$ cat config.mk
export PLATFORM = sky130hd
export DESIGN_NAME = arlt_timer
export DESIGN_NICKNAME = d
export VERILOG_FILES = /design/src/arlt_pkg.sv /design/src/arlt_timer.sv
export SDC_FILE = /design/constraint.sdc
export NUM_CORES = 1
export LEC_CHECK = 0
export BUFFER_PORTS_ARGS = -buffer_cell sky130_fd_sc_hd__buf_2
export CAP_MARGIN = 0
export CORE_ASPECT_RATIO = 2
export CORE_MARGIN = 2
export CORE_UTILIZATION = 35
export CTS_BUF_LIST = sky130_fd_sc_hd__clkbuf_16
export CTS_CLUSTER_SIZE = 10
export DETAILED_ROUTE_END_ITERATION = 6
export GPL_TIMING_DRIVEN = 0
export PLACE_DENSITY = 0.63
export SYNTH_ARGS = -nofsm -noshare
export SYNTH_HDL_FRONTEND = slang
export SYNTH_SLANG_ARGS = --single-unit
$ cat constraint.sdc
create_clock -name clk_i -period 2.6 [get_ports clk_i]
set_input_delay 0.13 -clock clk_i [delete_from_list [all_inputs] [get_ports clk_i]]
set_output_delay 0.13 -clock clk_i [all_outputs]
set_load 0.02 [all_outputs]
$ cat src/arlt_pkg.sv
// arlt_pkg: constants and types for the auto-reload timer with capture
// assumes a 32-bit classic wishbone bus with word-aligned byte addresses
package arlt_pkg;

   // ==========================================================
   // register byte offsets
   localparam logic [4:0] ARLT_OFS_CTRL   = 5'h00; // timer_control_reg
   localparam logic [4:0] ARLT_OFS_CLKCTL = 5'h04; // clock_control_reg
   localparam logic [4:0] ARLT_OFS_CNTL   = 5'h08; // count_low_half
   localparam logic [4:0] ARLT_OFS_CNTH   = 5'h0C; // count_high_half
   localparam logic [4:0] ARLT_OFS_RLL    = 5'h10; // reload_low_byte
   localparam logic [4:0] ARLT_OFS_RLH    = 5'h14; // reload_high_byte
   localparam logic [4:0] ARLT_OFS_IEN    = 5'h18; // timer interrupt enable

   // ==========================================================
   // timer_control_reg field positions
   localparam int ARLT_BIT_HOVF  = 7;
   localparam int ARLT_BIT_LOVF  = 6;
   localparam int ARLT_BIT_LIEN  = 5;
   localparam int ARLT_BIT_CAPEN = 4;
   localparam int ARLT_BIT_SPLIT = 3;
   localparam int ARLT_BIT_RUN   = 2;
   localparam int ARLT_BIT_XCLK  = 0;
   // clock_control_reg field positions
   localparam int ARLT_BIT_HFAST = 5;
   localparam int ARLT_BIT_LFAST = 4;
   // interrupt enable register field position
   localparam int ARLT_BIT_TIEN  = 0;

   // ==========================================================
   // reset values
   localparam logic [7:0] ARLT_RST_BYTE = 8'h00;
   localparam logic [31:0] ARLT_RST_WORD = 32'h0000_0000;

   // ==========================================================
   // timing counts
   localparam logic [3:0] ARLT_DIV12_LAST = 4'hB; // system clock / 12
   localparam logic [2:0] ARLT_DIV8_LAST  = 3'h7; // external osc / 8
   localparam logic [7:0] ARLT_BYTE_MAX   = 8'hFF;

   // control bits carried as one group
   typedef struct packed {
      logic high_ovf;
      logic low_ovf;
      logic low_irq_en;
      logic cap_en;
      logic split;
      logic run;
      logic xclk;
   } arlt_ctrl_type;

endpackage

$ cat src/arlt_timer.sv
// arlt_timer: 16-bit / dual 8-bit auto-reload timer with oscillator capture
// assumes one 100 MHz clock, synchronous reset, classic wishbone master;
// ext_osc_i and slow_osc_i are asynchronous pins
`timescale 1ns/1ps

// What this block does
// - two 8-bit halves; split select picks one 16-bit or two 8-bit timers
// - counting clocks: system clock, system clock /12, external osc /8
// - external osc /8 is synchronised to the system clock before use
// - 16-bit wrap from FFFF loads reload pair and sets high overflow flag
// - 16-bit mode: every overflow requests interrupt when timer irq enabled
// - 16-bit mode: low byte wrap also interrupts when low irq enable set
// - split mode: each half reloads from its own reload byte
// - split mode: run control gates only the high half
// - split mode: fast select gives system clock, else external select
// - split mode: high wrap sets high flag, low wrap sets low flag
// - split mode: high overflow interrupts; with low enable either half
// - flags are never cleared by hardware; software clears them by writing
// - slow osc falling edge copies count to reload pair, sets high flag
// - capture mode clock from low fast select and external select
// - low half wrap sets the low flag in every mode
// - 16-bit mode counts only while run control is 1; reset stops it
module arlt_timer
   import arlt_pkg::*;
(
   input  wire logic        clk_i,
   input  wire logic        rst_i,
   input  wire logic        wb_cyc_i,
   input  wire logic        wb_stb_i,
   input  wire logic        wb_we_i,
   input  wire logic [4:0]  wb_adr_i,
   input  wire logic [3:0]  wb_sel_i,
   input  wire logic [31:0] wb_dat_i,
   output logic      [31:0] wb_dat_o,
   output logic             wb_ack_o,
   input  wire logic        ext_osc_i,
   input  wire logic        slow_osc_i,
   output logic             irq_o
);

   // ==========================================================
   // state
   arlt_ctrl_type ctrl_q;
   logic       high_fast_q;
   logic       low_fast_q;
   logic       timer_irq_en_q;
   logic [7:0] count_low_half_q;
   logic [7:0] count_high_half_q;
   logic [7:0] reload_low_byte_q;
   logic [7:0] reload_high_byte_q;
   logic [1:0] ext_sync_q;
   logic       ext_last_q;
   logic [2:0] ext_div_q;
   logic [1:0] slow_sync_q;
   logic       slow_last_q;
   logic [3:0] div12_q;
   logic       ack_q;
   logic [31:0] dat_q;
   logic       irq_q;

   // decoded strobes
   logic       wr_en;
   logic       tick_div12;
   logic       tick_ext8;
   logic       tick_low;
   logic       tick_high;
   logic       adv_low;
   logic       adv_high;
   logic       low_wrap;
   logic       high_wrap;
   logic       full_wrap;
   logic       cap_evt;
   logic       set_high;
   logic       set_low;

   // ==========================================================
   // clock source choice for one half
   function automatic logic pick_tick(input logic fast, input logic xclk,
                                      input logic t12, input logic t8);
      if (fast) begin
         pick_tick = 1'b1;
      end else if (xclk) begin
         pick_tick = t8;
      end else begin
         pick_tick = t12;
      end
   endfunction

   // byte-lane write of a register field
   function automatic logic wr_hit(input logic [4:0] adr,
                                   input logic [4:0] ofs,
                                   input logic       en,
                                   input logic       lane);
      wr_hit = en && lane && (adr == ofs);
   endfunction

   // ==========================================================
   // pin synchronisers
   always_ff @(posedge clk_i) begin
      if (rst_i) begin
         ext_sync_q  <= 2'h0;
         slow_sync_q <= 2'h0;
      end else begin
         ext_sync_q  <= {ext_sync_q[0], ext_osc_i};
         slow_sync_q <= {slow_sync_q[0], slow_osc_i};
      end
   end

   // ==========================================================
   // prescalers: system /12 and synchronised external /8
   always_ff @(posedge clk_i) begin
      if (rst_i) begin
         div12_q <= 4'h0;
      end else if (div12_q == ARLT_DIV12_LAST) begin
         div12_q <= 4'h0;
      end else begin
         div12_q <= div12_q + 4'h1;
      end
   end

   always_ff @(posedge clk_i) begin
      if (rst_i) begin
         ext_last_q <= 1'b0;
         ext_div_q  <= 3'h0;
      end else begin
         ext_last_q <= ext_sync_q[1];
         if (ext_sync_q[1] && !ext_last_q) begin
            ext_div_q <= ext_div_q + 3'h1;
         end
      end
   end

   always_ff @(posedge clk_i) begin
      if (rst_i) begin
         slow_last_q <= 1'b0;
      end else begin
         slow_last_q <= slow_sync_q[1];
      end
   end

   // ==========================================================
   // counting enables and wrap detection
   always_comb begin
      tick_div12 = (div12_q == ARLT_DIV12_LAST);
      tick_ext8  = ext_sync_q[1] && !ext_last_q
                   && (ext_div_q == ARLT_DIV8_LAST);
      // low select drives the low half and the whole 16-bit counter
      tick_low   = pick_tick(low_fast_q, ctrl_q.xclk,
                             tick_div12, tick_ext8);
      tick_high  = pick_tick(high_fast_q, ctrl_q.xclk,
                             tick_div12, tick_ext8);
      if (ctrl_q.split) begin
         adv_low  = tick_low;
         adv_high = tick_high && ctrl_q.run;
      end else begin
         adv_low  = tick_low && ctrl_q.run;
         adv_high = adv_low;
      end
      low_wrap  = adv_low && (count_low_half_q == ARLT_BYTE_MAX);
      high_wrap = adv_high && (count_high_half_q == ARLT_BYTE_MAX);
      full_wrap = !ctrl_q.split && low_wrap
                  && (count_high_half_q == ARLT_BYTE_MAX);
      cap_evt   = ctrl_q.cap_en && slow_last_q && !slow_sync_q[1];
      set_low   = low_wrap;
      set_high  = ctrl_q.split ? high_wrap : full_wrap;
      set_high  = set_high || cap_evt;
      wr_en     = wb_cyc_i && wb_stb_i && wb_we_i && ack_q;
   end

   // ==========================================================
   // control register: flags set by hardware win over a clearing write
   always_ff @(posedge clk_i) begin
      if (rst_i) begin
         ctrl_q <= '0;
      end else begin
         if (wr_hit(wb_adr_i, ARLT_OFS_CTRL, wr_en, wb_sel_i[0])) begin
            ctrl_q.high_ovf   <= wb_dat_i[ARLT_BIT_HOVF] || set_high;
            ctrl_q.low_ovf    <= wb_dat_i[ARLT_BIT_LOVF] || set_low;
            ctrl_q.low_irq_en <= wb_dat_i[ARLT_BIT_LIEN];
            ctrl_q.cap_en     <= wb_dat_i[ARLT_BIT_CAPEN];
            ctrl_q.split      <= wb_dat_i[ARLT_BIT_SPLIT];
            ctrl_q.run        <= wb_dat_i[ARLT_BIT_RUN];
            ctrl_q.xclk       <= wb_dat_i[ARLT_BIT_XCLK];
         end else begin
            ctrl_q.high_ovf <= ctrl_q.high_ovf || set_high;
            ctrl_q.low_ovf  <= ctrl_q.low_ovf || set_low;
         end
      end
   end

   // clock select and interrupt enable registers
   always_ff @(posedge clk_i) begin
      if (rst_i) begin
         high_fast_q    <= 1'b0;
         low_fast_q     <= 1'b0;
         timer_irq_en_q <= 1'b0;
      end else begin
         if (wr_hit(wb_adr_i, ARLT_OFS_CLKCTL, wr_en, wb_sel_i[0])) begin
            high_fast_q <= wb_dat_i[ARLT_BIT_HFAST];
            low_fast_q  <= wb_dat_i[ARLT_BIT_LFAST];
         end
         if (wr_hit(wb_adr_i, ARLT_OFS_IEN, wr_en, wb_sel_i[0])) begin
            timer_irq_en_q <= wb_dat_i[ARLT_BIT_TIEN];
         end
      end
   end

   // ==========================================================
   // low half: software write wins, otherwise count and reload
   always_ff @(posedge clk_i) begin
      if (rst_i) begin
         count_low_half_q <= ARLT_RST_BYTE;
      end else if (wr_hit(wb_adr_i, ARLT_OFS_CNTL, wr_en, wb_sel_i[0])) begin
         count_low_half_q <= wb_dat_i[7:0];
      end else if (full_wrap) begin
         count_low_half_q <= reload_low_byte_q;
      end else if (low_wrap && ctrl_q.split) begin
         count_low_half_q <= reload_low_byte_q;
      end else if (adv_low) begin
         count_low_half_q <= count_low_half_q + 8'h01;
      end
   end

   // high half: in 16-bit mode it steps on the low byte carry
   always_ff @(posedge clk_i) begin
      if (rst_i) begin
         count_high_half_q <= ARLT_RST_BYTE;
      end else if (wr_hit(wb_adr_i, ARLT_OFS_CNTH, wr_en, wb_sel_i[0])) begin
         count_high_half_q <= wb_dat_i[7:0];
      end else if (full_wrap) begin
         count_high_half_q <= reload_high_byte_q;
      end else if (ctrl_q.split) begin
         if (high_wrap) begin
            count_high_half_q <= reload_high_byte_q;
         end else if (adv_high) begin
            count_high_half_q <= count_high_half_q + 8'h01;
         end
      end else if (low_wrap) begin
         count_high_half_q <= count_high_half_q + 8'h01;
      end
   end

   // reload pair: a capture overrides a software write
   always_ff @(posedge clk_i) begin
      if (rst_i) begin
         reload_low_byte_q  <= ARLT_RST_BYTE;
         reload_high_byte_q <= ARLT_RST_BYTE;
      end else if (cap_evt) begin
         reload_low_byte_q  <= count_low_half_q;
         reload_high_byte_q <= count_high_half_q;
      end else begin
         if (wr_hit(wb_adr_i, ARLT_OFS_RLL, wr_en, wb_sel_i[0])) begin
            reload_low_byte_q <= wb_dat_i[7:0];
         end
         if (wr_hit(wb_adr_i, ARLT_OFS_RLH, wr_en, wb_sel_i[0])) begin
            reload_high_byte_q <= wb_dat_i[7:0];
         end
      end
   end

   // ==========================================================
   // interrupt request, level while an enabled flag stands
   always_ff @(posedge clk_i) begin
      if (rst_i) begin
         irq_q <= 1'b0;
      end else begin
         irq_q <= timer_irq_en_q
                  && (ctrl_q.high_ovf
                      || (ctrl_q.low_irq_en && ctrl_q.low_ovf));
      end
   end

   // ==========================================================
   // wishbone slave: one wait state, ack for one cycle
   always_ff @(posedge clk_i) begin
      if (rst_i) begin
         ack_q <= 1'b0;
         dat_q <= ARLT_RST_WORD;
      end else begin
         ack_q <= wb_cyc_i && wb_stb_i && !ack_q;
         dat_q <= ARLT_RST_WORD;
         case (wb_adr_i)
            ARLT_OFS_CTRL: begin
               dat_q[ARLT_BIT_HOVF]  <= ctrl_q.high_ovf;
               dat_q[ARLT_BIT_LOVF]  <= ctrl_q.low_ovf;
               dat_q[ARLT_BIT_LIEN]  <= ctrl_q.low_irq_en;
               dat_q[ARLT_BIT_CAPEN] <= ctrl_q.cap_en;
               dat_q[ARLT_BIT_SPLIT] <= ctrl_q.split;
               dat_q[ARLT_BIT_RUN]   <= ctrl_q.run;
               dat_q[ARLT_BIT_XCLK]  <= ctrl_q.xclk;
            end
            ARLT_OFS_CLKCTL: begin
               dat_q[ARLT_BIT_HFAST] <= high_fast_q;
               dat_q[ARLT_BIT_LFAST] <= low_fast_q;
            end
            ARLT_OFS_CNTL:  dat_q[7:0] <= count_low_half_q;
            ARLT_OFS_CNTH:  dat_q[7:0] <= count_high_half_q;
            ARLT_OFS_RLL:   dat_q[7:0] <= reload_low_byte_q;
            ARLT_OFS_RLH:   dat_q[7:0] <= reload_high_byte_q;
            ARLT_OFS_IEN:   dat_q[ARLT_BIT_TIEN] <= timer_irq_en_q;
            default:        dat_q <= ARLT_RST_WORD; // unmapped reads zero
         endcase
      end
   end

   assign wb_ack_o = ack_q;
   assign wb_dat_o = dat_q;
   assign irq_o    = irq_q;

endmodule

==> metrics.md, run 1 <==
| Metric | Value |
|---|---|
| Run status | complete, no violations |
| Count of yosys warnings during synthesis | 0 |
| Top area cells in the synthesized netlist | sky130_fd_sc_hd__dfxtp_1 37%, sky130_fd_sc_hd__mux2i_1 5.4%, sky130_fd_sc_hd__buf_4 5.1%, sky130_fd_sc_hd__nor2_1 4.5%, sky130_fd_sc_hd__nand2_1 4.1% |
| Std cell rows | 51 |
| Max Fclk | 0.4166 GHz |
| Critical Setup Path Class | register to register |
| DRT Pass-1 Iters | 6 |
| Maximum number of pins on one net before global-route repair | 12 |
| Proportion of power drawn by combinational gates | 6.5% |
| Post-route fraction of the period consumed by the critical path | 92.33% |
| Worst setup path start | count_low_half_q[0] |
| Maximum resistive drop on vdd | 381.3 uV |
| Switching component of the power | 554.4 uW |
| Actual transition at the worst max-transition pin | 0.7964 ns |
| Clock period minus final worst setup slack | 2.401 ns |
| Total routing resource utilization after global routing | 21.88% |
| Maximum buffer depth of the clock tree | 2 |
| Register-to-register setup slack | 0.20 ns |
| Overflow left after global routing | 0 |
| Setup repair after global routing missed its margin | no |
| Portion of total power attributed to the clock network | 50.3% |
| Htree depth | 3 |
| Number of setup buffers added after CTS | 0 |
| Reg-to-reg critical path startpoint | count_low_half_q[0] |
| Vias in the first global route | 3,333 |
| Final GP Congestion | 0.9155 |
| Post-synthesis cell type count | 54 |
| Die extent in y | 145.4 um |
| Final WL | 11,440 um |
| Setup TNS after final layout | 0 ns |
| EDFF count, synth | 0 |
| Number of standard cells after synthesis | 413 |
| DP Wirelength | 8632 um |
| Number of diodes | 0 |
| Share of the synthesized area in the top cell type | 37.18% |
| Pwr Density | 562.1 nW/um^2 |
| Max-cap violations | 0 |
| Switching power as a share of total power | 23.63% |
| Remaining antenna violation count after routing | 0 |
| FFs w/ async S/R, synth | 0% |
| Max-slew violation count | 0 |
| Initial Utilization | 35.85% |
| Die Outline Area | 10,860 um^2 |
| Endpoint arrival time on the critical path | 2.61 ns |
| Reg2Reg Depth | 6 |
| Critical Path Sink | count_high_half_q[4] |
| Worst path required time | 2.81 ns |
| Global-route wire length before repair | 17,710 um |
| Summed instance area of the synthesized netlist | 3500 um^2 |
| Cell at the root of the clock tree | sky130_fd_sc_hd__clkbuf_16 |
| Clock latency on the worst-skew pair | 0.34 ns |
| Total leakage power | 0.001597 uW |
| # setup viols final | 0 |
| Leading area contributor after synthesis | sky130_fd_sc_hd__dfxtp_1 |
| Count of unresolved DRC violations after routing | 0 |
| Number of buffers created by CTS | 9 |
| Count of endpoints failing hold in the final timing report | 0 |
| Pre-CTS setup slack | 0.2461 ns |
| Clock-pin transition on the worst setup and hold timing paths | 0.06 ns |
| Share of total power in sequential cells | 43.1% |
| Critical path endpoint category | register |
| Cts repair resizes | 0 |
| # IOs | 82 |
| # port buffers | 27 |
| Post-DR wirelength/cell | 18.72 um |
| Highest fanout seen on the critical path | 10 |
| End of the worst register-to-register path | count_high_half_q[4] |
| Post-synthesis sequential element count | 65 |
| Worst min path class | input port to register |
| Worst slew margin relative to its limit | 46.77% |
| Count of vias placed by the detailed router | 3,437 |
| Clock skew | 0.009540 ns |
| Average cell area after synthesis | 8.474 um^2 |
| Filler instances | 988 |
| Average vias per placed instance | 5.625 |
| Main synth FF type | sky130_fd_sc_hd__dfxtp_1 |
| Post-cts hold buffer count | 0 |
| Number of antenna violations at the first check in global routing | 0 |
| Core Footprint | 9763 um^2 |
| Number of clock sinks | 65 |
| Startpoint types | register |
| Die Span X | 74.71 um |
| P_int | 1792 uW |
| CTS tree | yes |
| Layout cells sized above 1 | 17.75% |
| Post-route worst setup slack | 0.1994 ns |
| Number of nets in the finished design | 527 |
| Area delta synth->final | 19.27% |
| Starting DRT DRC Count | 347 |
| Sequential-to-total area share from yosys stat | 37.18% |
## area by class of cell
| cell class | instances | area (um^2) | share of cell area [%] |
|---|---|---|---|
| clock buffer | 9 | 225.2 | 5.396 |
| timing repair buffer | 27 | 135.1 | 3.237 |
| tap | 132 | 165.2 | 3.957 |
| buffer | 55 | 309.0 | 7.404 |
| sequential | 65 | 1301 | 31.18 |
| multi-input combinational | 314 | 1968 | 47.15 |
| clock inverter | 7 | 62.56 | 1.499 |
| inverter | 2 | 7.507 | 0.1799 |
## flip-flops by register name, summed over array words and instances, names as in the netlist, 2 cells and up
name and count:
wb_dat_o 8, ext_div_q 3, count_high_half_q 8, count_low_half_q 8
ctrl_q 7, ext_sync_q 2, div12_q 4, reload_low_byte_q 8
slow_sync_q 2, reload_high_byte_q 8
## worst min-delay path by stage
stage | from | to | slack (ns) | cells after the start
after global placement | slow_osc_i | slow_sync_q[0] | 0.34 | 2
after detailed placement | slow_osc_i | slow_sync_q[0] | 0.35 | 2
final | slow_osc_i | slow_sync_q[0] | 0.008 | 2
after CTS | slow_osc_i | slow_sync_q[0] | 0.007 | 2
after global routing | ext_osc_i | ext_sync_q[0] | 0.03 | 2
after floorplan | wb_stb_i | wb_ack_o | 0.25 | 2
## cells in the mapped netlist (3+ instances only)
cell type	number
sky130_fd_sc_hd__clkbuf_1	18
sky130_fd_sc_hd__o21ai_0	4
sky130_fd_sc_hd__dfxtp_1	65
sky130_fd_sc_hd__xnor2_1	6
sky130_fd_sc_hd__nor4_1	5
sky130_fd_sc_hd__a41oi_1	3
sky130_fd_sc_hd__buf_2	9
sky130_fd_sc_hd__ha_1	5
sky130_fd_sc_hd__nor2_1	42
sky130_fd_sc_hd__nand3_1	24
sky130_fd_sc_hd__nand4_1	4
sky130_fd_sc_hd__or3_1	3
sky130_fd_sc_hd__a222oi_1	8
sky130_fd_sc_hd__nor3b_1	5
sky130_fd_sc_hd__buf_1	3
sky130_fd_sc_hd__buf_4	24
sky130_fd_sc_hd__and4_1	7
sky130_fd_sc_hd__a31oi_1	6
sky130_fd_sc_hd__mux2i_1	19
sky130_fd_sc_hd__nand3b_1	5
sky130_fd_sc_hd__nor3_1	8
sky130_fd_sc_hd__xor2_1	4
sky130_fd_sc_hd__and2_1	5
sky130_fd_sc_hd__and3_1	4
sky130_fd_sc_hd__a211oi_1	17
sky130_fd_sc_hd__a22oi_1	7
sky130_fd_sc_hd__a311oi_1	11
sky130_fd_sc_hd__nand2_1	38
sky130_fd_sc_hd__a21oi_1	18
sky130_fd_sc_hd__nor2b_1	8
## stage by stage
step / hold slack (ns) / instances / total power, uW / cell area (um^2) / util [%]
after global routing: 0.02916 / 611 / 2407 / 4174 / 42.75
after global placement: 0.3418 / 595 / 1182 / 3886 / 39.81
after CTS: 0.007159 / 611 / 2356 / 4174 / 42.75
after floorplan: 0.2483 / 436 / 1136 / 3586 / -
final: 0.007574 / 611 / 2346 / 4174 / 42.75
after detailed placement: 0.3526 / 595 / 1184 / 3886 / 39.81
## cell usage in the layout (no fill, tap or decap), types with 9 or more instances in the layout
cell type,count
sky130_fd_sc_hd__clkbuf_16,9
sky130_fd_sc_hd__clkbuf_1,18
sky130_fd_sc_hd__a211oi_1,17
sky130_fd_sc_hd__buf_4,24
sky130_fd_sc_hd__nand2_1,38
sky130_fd_sc_hd__a21oi_1,18
sky130_fd_sc_hd__a311oi_1,11
sky130_fd_sc_hd__nor2_1,42
sky130_fd_sc_hd__mux2i_1,19
sky130_fd_sc_hd__buf_2,36
sky130_fd_sc_hd__conb_1,24
sky130_fd_sc_hd__nand3_1,24
sky130_fd_sc_hd__dfxtp_1,65
## metal layers
layer	global-route usage [%]	wire (um)
met5	0	0
met1	21.61	3844
met3	4.294	692
met4	15.63	788
met2	38.41	6113
## worst max-delay path, stage by stage, from the launching register on
cell	delay (ns)
sky130_fd_sc_hd__dfxtp_1	0.49
sky130_fd_sc_hd__ha_1	0.27
sky130_fd_sc_hd__nand3_1	0.15
sky130_fd_sc_hd__o21a_1	0.22
sky130_fd_sc_hd__nor3_2	0.59
sky130_fd_sc_hd__nand4_1	0.17
sky130_fd_sc_hd__a2111oi_0	0.37
## power by group through the flow
stage	Combinational, uW	Clock [uW]	Sequential (uW)
final	153	1180	1010
after global routing	165	1230	1010
after CTS	151	1190	1010
after detailed placement	150	0	1030
after global placement	150	0	1030
after floorplan	103	0	1030
## logic make-up (layout without fill, tap and decap cells)
kind of cell	count (synthesis)	in the layout	synth area share [%]
AOI/OAI and AO/OA	88	88	18.77
xor gates and xnor gates	10	10	2.503
adders and majority gates	5	5	1.788
buffers and inverters	57	100	9.045
DFF	65	65	37.18
muxes	20	20	5.756
other	1	24	0.1072
and+or+nand+nor	167	167	24.85
(Power assumes the default switching activity.)
==> run 2, diff against run 1 <==
- CELL_PAD_IN_SITES_DETAIL_PLACEMENT: default -> 0
- CELL_PAD_IN_SITES_GLOBAL_PLACEMENT: default -> 2
- CORE_UTILIZATION: 35 -> 31
- PLACE_DENSITY: 0.63 -> 0.86
==> run 2 against run 1 <==
  * The run now ends with design-rule violations left
  * Routed wire length increased by 2.2%
  * First-iteration DRC count increased by 12%
  * Core utilization down 4.0 points
  * Die area up 12%
  * Combinational power about the same
  * Maximum frequency decreased by 0.44%
  * Flip-flop and latch count stayed put
  * Count of clock-buffer cells in the layout unchanged
  * Final cell count increased by 1.5%
  * Register-to-register slack is essentially flat
  * Critical endpoint is now count_high_half_q[0]
  * Highest routed layer unchanged
==> metrics.md, run 2 (synthesis results as in run 1) <==
| Metric | Value |
|---|---|
| Starting DRT DRC Count | 390 (+12%) |
| # port buffers | 27 (unchanged) |
| Count of vias placed by the detailed router | 3,387 (-1.5%) |
| Setup TNS after final layout | 0 ns (unchanged) |
| # setup viols final | 0 (unchanged) |
| Most frequent CP cell | sky130_fd_sc_hd__or3_1 |
| Most used cells in the layout excluding fill and tap cells | 64 x sky130_fd_sc_hd__dfxtp_1, 42 x sky130_fd_sc_hd__nor2_1, 38 x sky130_fd_sc_hd__nand2_1 |
| Run status | complete, but fails checks |
| Clock-pin transition on the worst setup and hold timing paths | 0.06 ns (about the same) |
| Switching component of the power | 606.2 uW (+9.3%) |
| Post-DR wirelength/cell | 18.85 um (+0.69%) |
| Number of buffers created by CTS | 9 (unchanged) |
| Worst slew margin relative to its limit | 47.33% (+0.56 points) |
| Met1 track utilization from global routing | 19.44% (-2.2 points) |
| Total leakage power | 0.001631 uW (+2.1%) |
| Number of clock sinks | 65 (unchanged) |
| Switching power as a share of total power | 24.10% (+0.48 points) |
| Clock skew | 0.005707 ns (-0.003832 ns) |
| Clock period minus final worst setup slack | 2.411 ns (+0.01051 ns) |
| Number of diodes | 0 (unchanged) |
| Max Fclk | 0.4148 GHz (-0.44%) |
| Average vias per placed instance | 5.463 (-2.9%) |
| Final GP Congestion | 0.9065 (-0.98%) |
| Core Footprint | 10,950 um^2 (+12%) |
| Initial Utilization | 31.97% (-3.9 points) |
| Layout cells sized above 1 | 18.54% (+0.80 points) |
| CP top delay family | simple AND/OR/NAND/NOR gates |
| Remaining antenna violation count after routing | 0 (unchanged) |
| Highest fanout seen on the critical path | 6 (-4) |
| Die extent in y | 154.3 um (+6.1%) |
| Cell at the root of the clock tree | sky130_fd_sc_hd__clkbuf_16 |
| Maximum buffer depth of the clock tree | 2 (unchanged) |
| Actual transition at the worst max-transition pin | 0.7880 ns (-0.008381 ns) |
| Worst path required time | 2.84 ns (+0.03 ns) |
| Htree depth | 3 (unchanged) |
| Worst Hold Slack | 0.004266 ns (-0.003308 ns) |
| Cell chain of the critical path | ha_1 > nand3_1 > o21a_1 > or3_1 > clkbuf_2 > or3_1 > a311oi_1 |
| Proportion of power drawn by combinational gates | 6.2% (-0.3 points) |
| Std cell rows | 54 (+5.9%) |
| Highest-delay cell along the critical path | sky130_fd_sc_hd__dfxtp_2 |
| Total routing resource utilization after global routing | 19.89% (-2.0 points) |
| Clock latency on the worst-skew pair | 0.34 ns (about the same) |
| Maximum resistive drop on vdd | 338.1 uV (-11%) |
| DP Wirelength | 9002 um (+4.3%) |
| DRT Pass-1 Iters | 7 (+1) |
| Count of unresolved DRC violations after routing | 7 (+7) |
| P_int | 1909 uW (+6.5%) |
| Setup repair after global routing missed its margin | no |
| Commonest non-fill, non-tap cell in the layout | sky130_fd_sc_hd__dfxtp_1 |
| Share of total power in sequential cells | 40.2% (-2.9 points) |
| Pwr Density | 592.9 nW/um^2 (+5.5%) |
| Met3 routing resource usage after global routing | 3.151% (-1.1 points) |
| Count of endpoints failing hold in the final timing report | 0 (unchanged) |
| Portion of total power attributed to the clock network | 53.6% (+3.3 points) |
| Die Span X | 79.13 um (+5.9%) |
| Global-route wire length before repair | 18,350 um (+3.6%) |
| Post-route fraction of the period consumed by the critical path | 92.73% (+0.40 points) |
| Max-cap violations | 0 (unchanged) |
| Number of antenna violations at the first check in global routing | 0 (unchanged) |
| Stage delay of the slowest cell on the critical path | 0.43 ns (-0.16 ns) |
| Buffers plus inverters on the worst setup path | 1 (+1) |
| Critical Setup Path Class | register to register |
| Startpoint types | register |
| Max-slew violation count | 0 (unchanged) |
| Final WL | 11,690 um (+2.2%) |
| Vias in the first global route | 3,397 (+1.9%) |
| Endpoint arrival time on the critical path | 2.65 ns (+0.04 ns) |
| Worst min path class | input port to register |
| # IOs | 82 (unchanged) |
| Number of nets in the finished design | 528 (+0.19%) |
| Maximum number of pins on one net before global-route repair | 14 (+2) |
| CTS tree | yes |
| Failing checks | design-rule violations |
| Overflow left after global routing | 0 (unchanged) |
| Filler instances | 1,149 (+16%) |
| Area delta synth->final | 21.20% |
| Met2 Resource Use GR | 36.60% (-1.8 points) |
| Die Outline Area | 12,210 um^2 (+12%) |
| Critical path endpoint category | register |
| Most used routing layer in global routing | met2 |
-- run 2: stage by stage --
step | cell area (um^2) | utilization (%) | worst slack, ns | power [uW] | std cells
3_3_place_gp | 3896 | 35.60 | 0.1345 | 1184 | 603
3_5_place_dp | 3896 | 35.60 | 0.03007 | 1185 | 603
4_1_cts | 4233 | 38.67 | 0.007695 | 2526 | 620
2_1_floorplan | 3586 | - | 0.5282 | 1136 | 436
5_1_grt | 4242 | 38.75 | 0.06621 | 2584 | 620
6_report | 4242 | 38.75 | 0.1889 | 2515 | 620
-- run 2: path summary, 6_finish.rpt --
| kind | start | to | slack (ns) | cells past startpoint |
|---|---|---|---|---|
| setup reg to reg | count_low_half_q[0] | count_high_half_q[0] | 0.19 | 7 |
| hold reg to reg | slow_sync_q[0] | slow_sync_q[1] | 0.44 | 1 |
| hold / removal | slow_osc_i | slow_sync_q[0] | 0.004 | 2 |
| setup / recovery | count_low_half_q[0] | count_high_half_q[0] | 0.19 | 7 |
-- run 2: cell type report --
| type | count | area (um^2) | area share [%] |
|---|---|---|---|
| multi-input combinational | 314 | 1976 | 46.58 |
| sequential | 65 | 1303 | 30.71 |
| buffer | 55 | 309.0 | 7.286 |
| clock buffer | 9 | 225.2 | 5.310 |
| tap | 140 | 175.2 | 4.130 |
| timing repair buffer | 28 | 145.1 | 3.422 |
| clock inverter | 7 | 101.3 | 2.389 |
| inverter | 2 | 7.507 | 0.1770 |
-- run 2: power by group through the flow --
stage	Clock (uW)	Sequential, uW	Combinational [uW]
final	1350	1010	156
after global routing	1400	1010	167
after CTS	1360	1010	153
after detailed placement	0	1030	152
after global placement	0	1030	151
after floorplan	0	1030	103
-- run 2: timing repair --
action,CTS,global route
setup buffers,0,0
resized for setup,0,3
hold buffers,1,0
setup endpoints to repair,0,3
endpoints found under the hold margin,1,0
-- run 2: layer usage --
| metal | up-vias | routed length [um] |
|---|---|---|
| met5 | - | 0 |
| met4 | 0 | 728 |
| met3 | 43 | 435 |
| met2 | 122 | 6364 |
| met1 | 1616 | 4157 |
| li1 | 1606 | - |
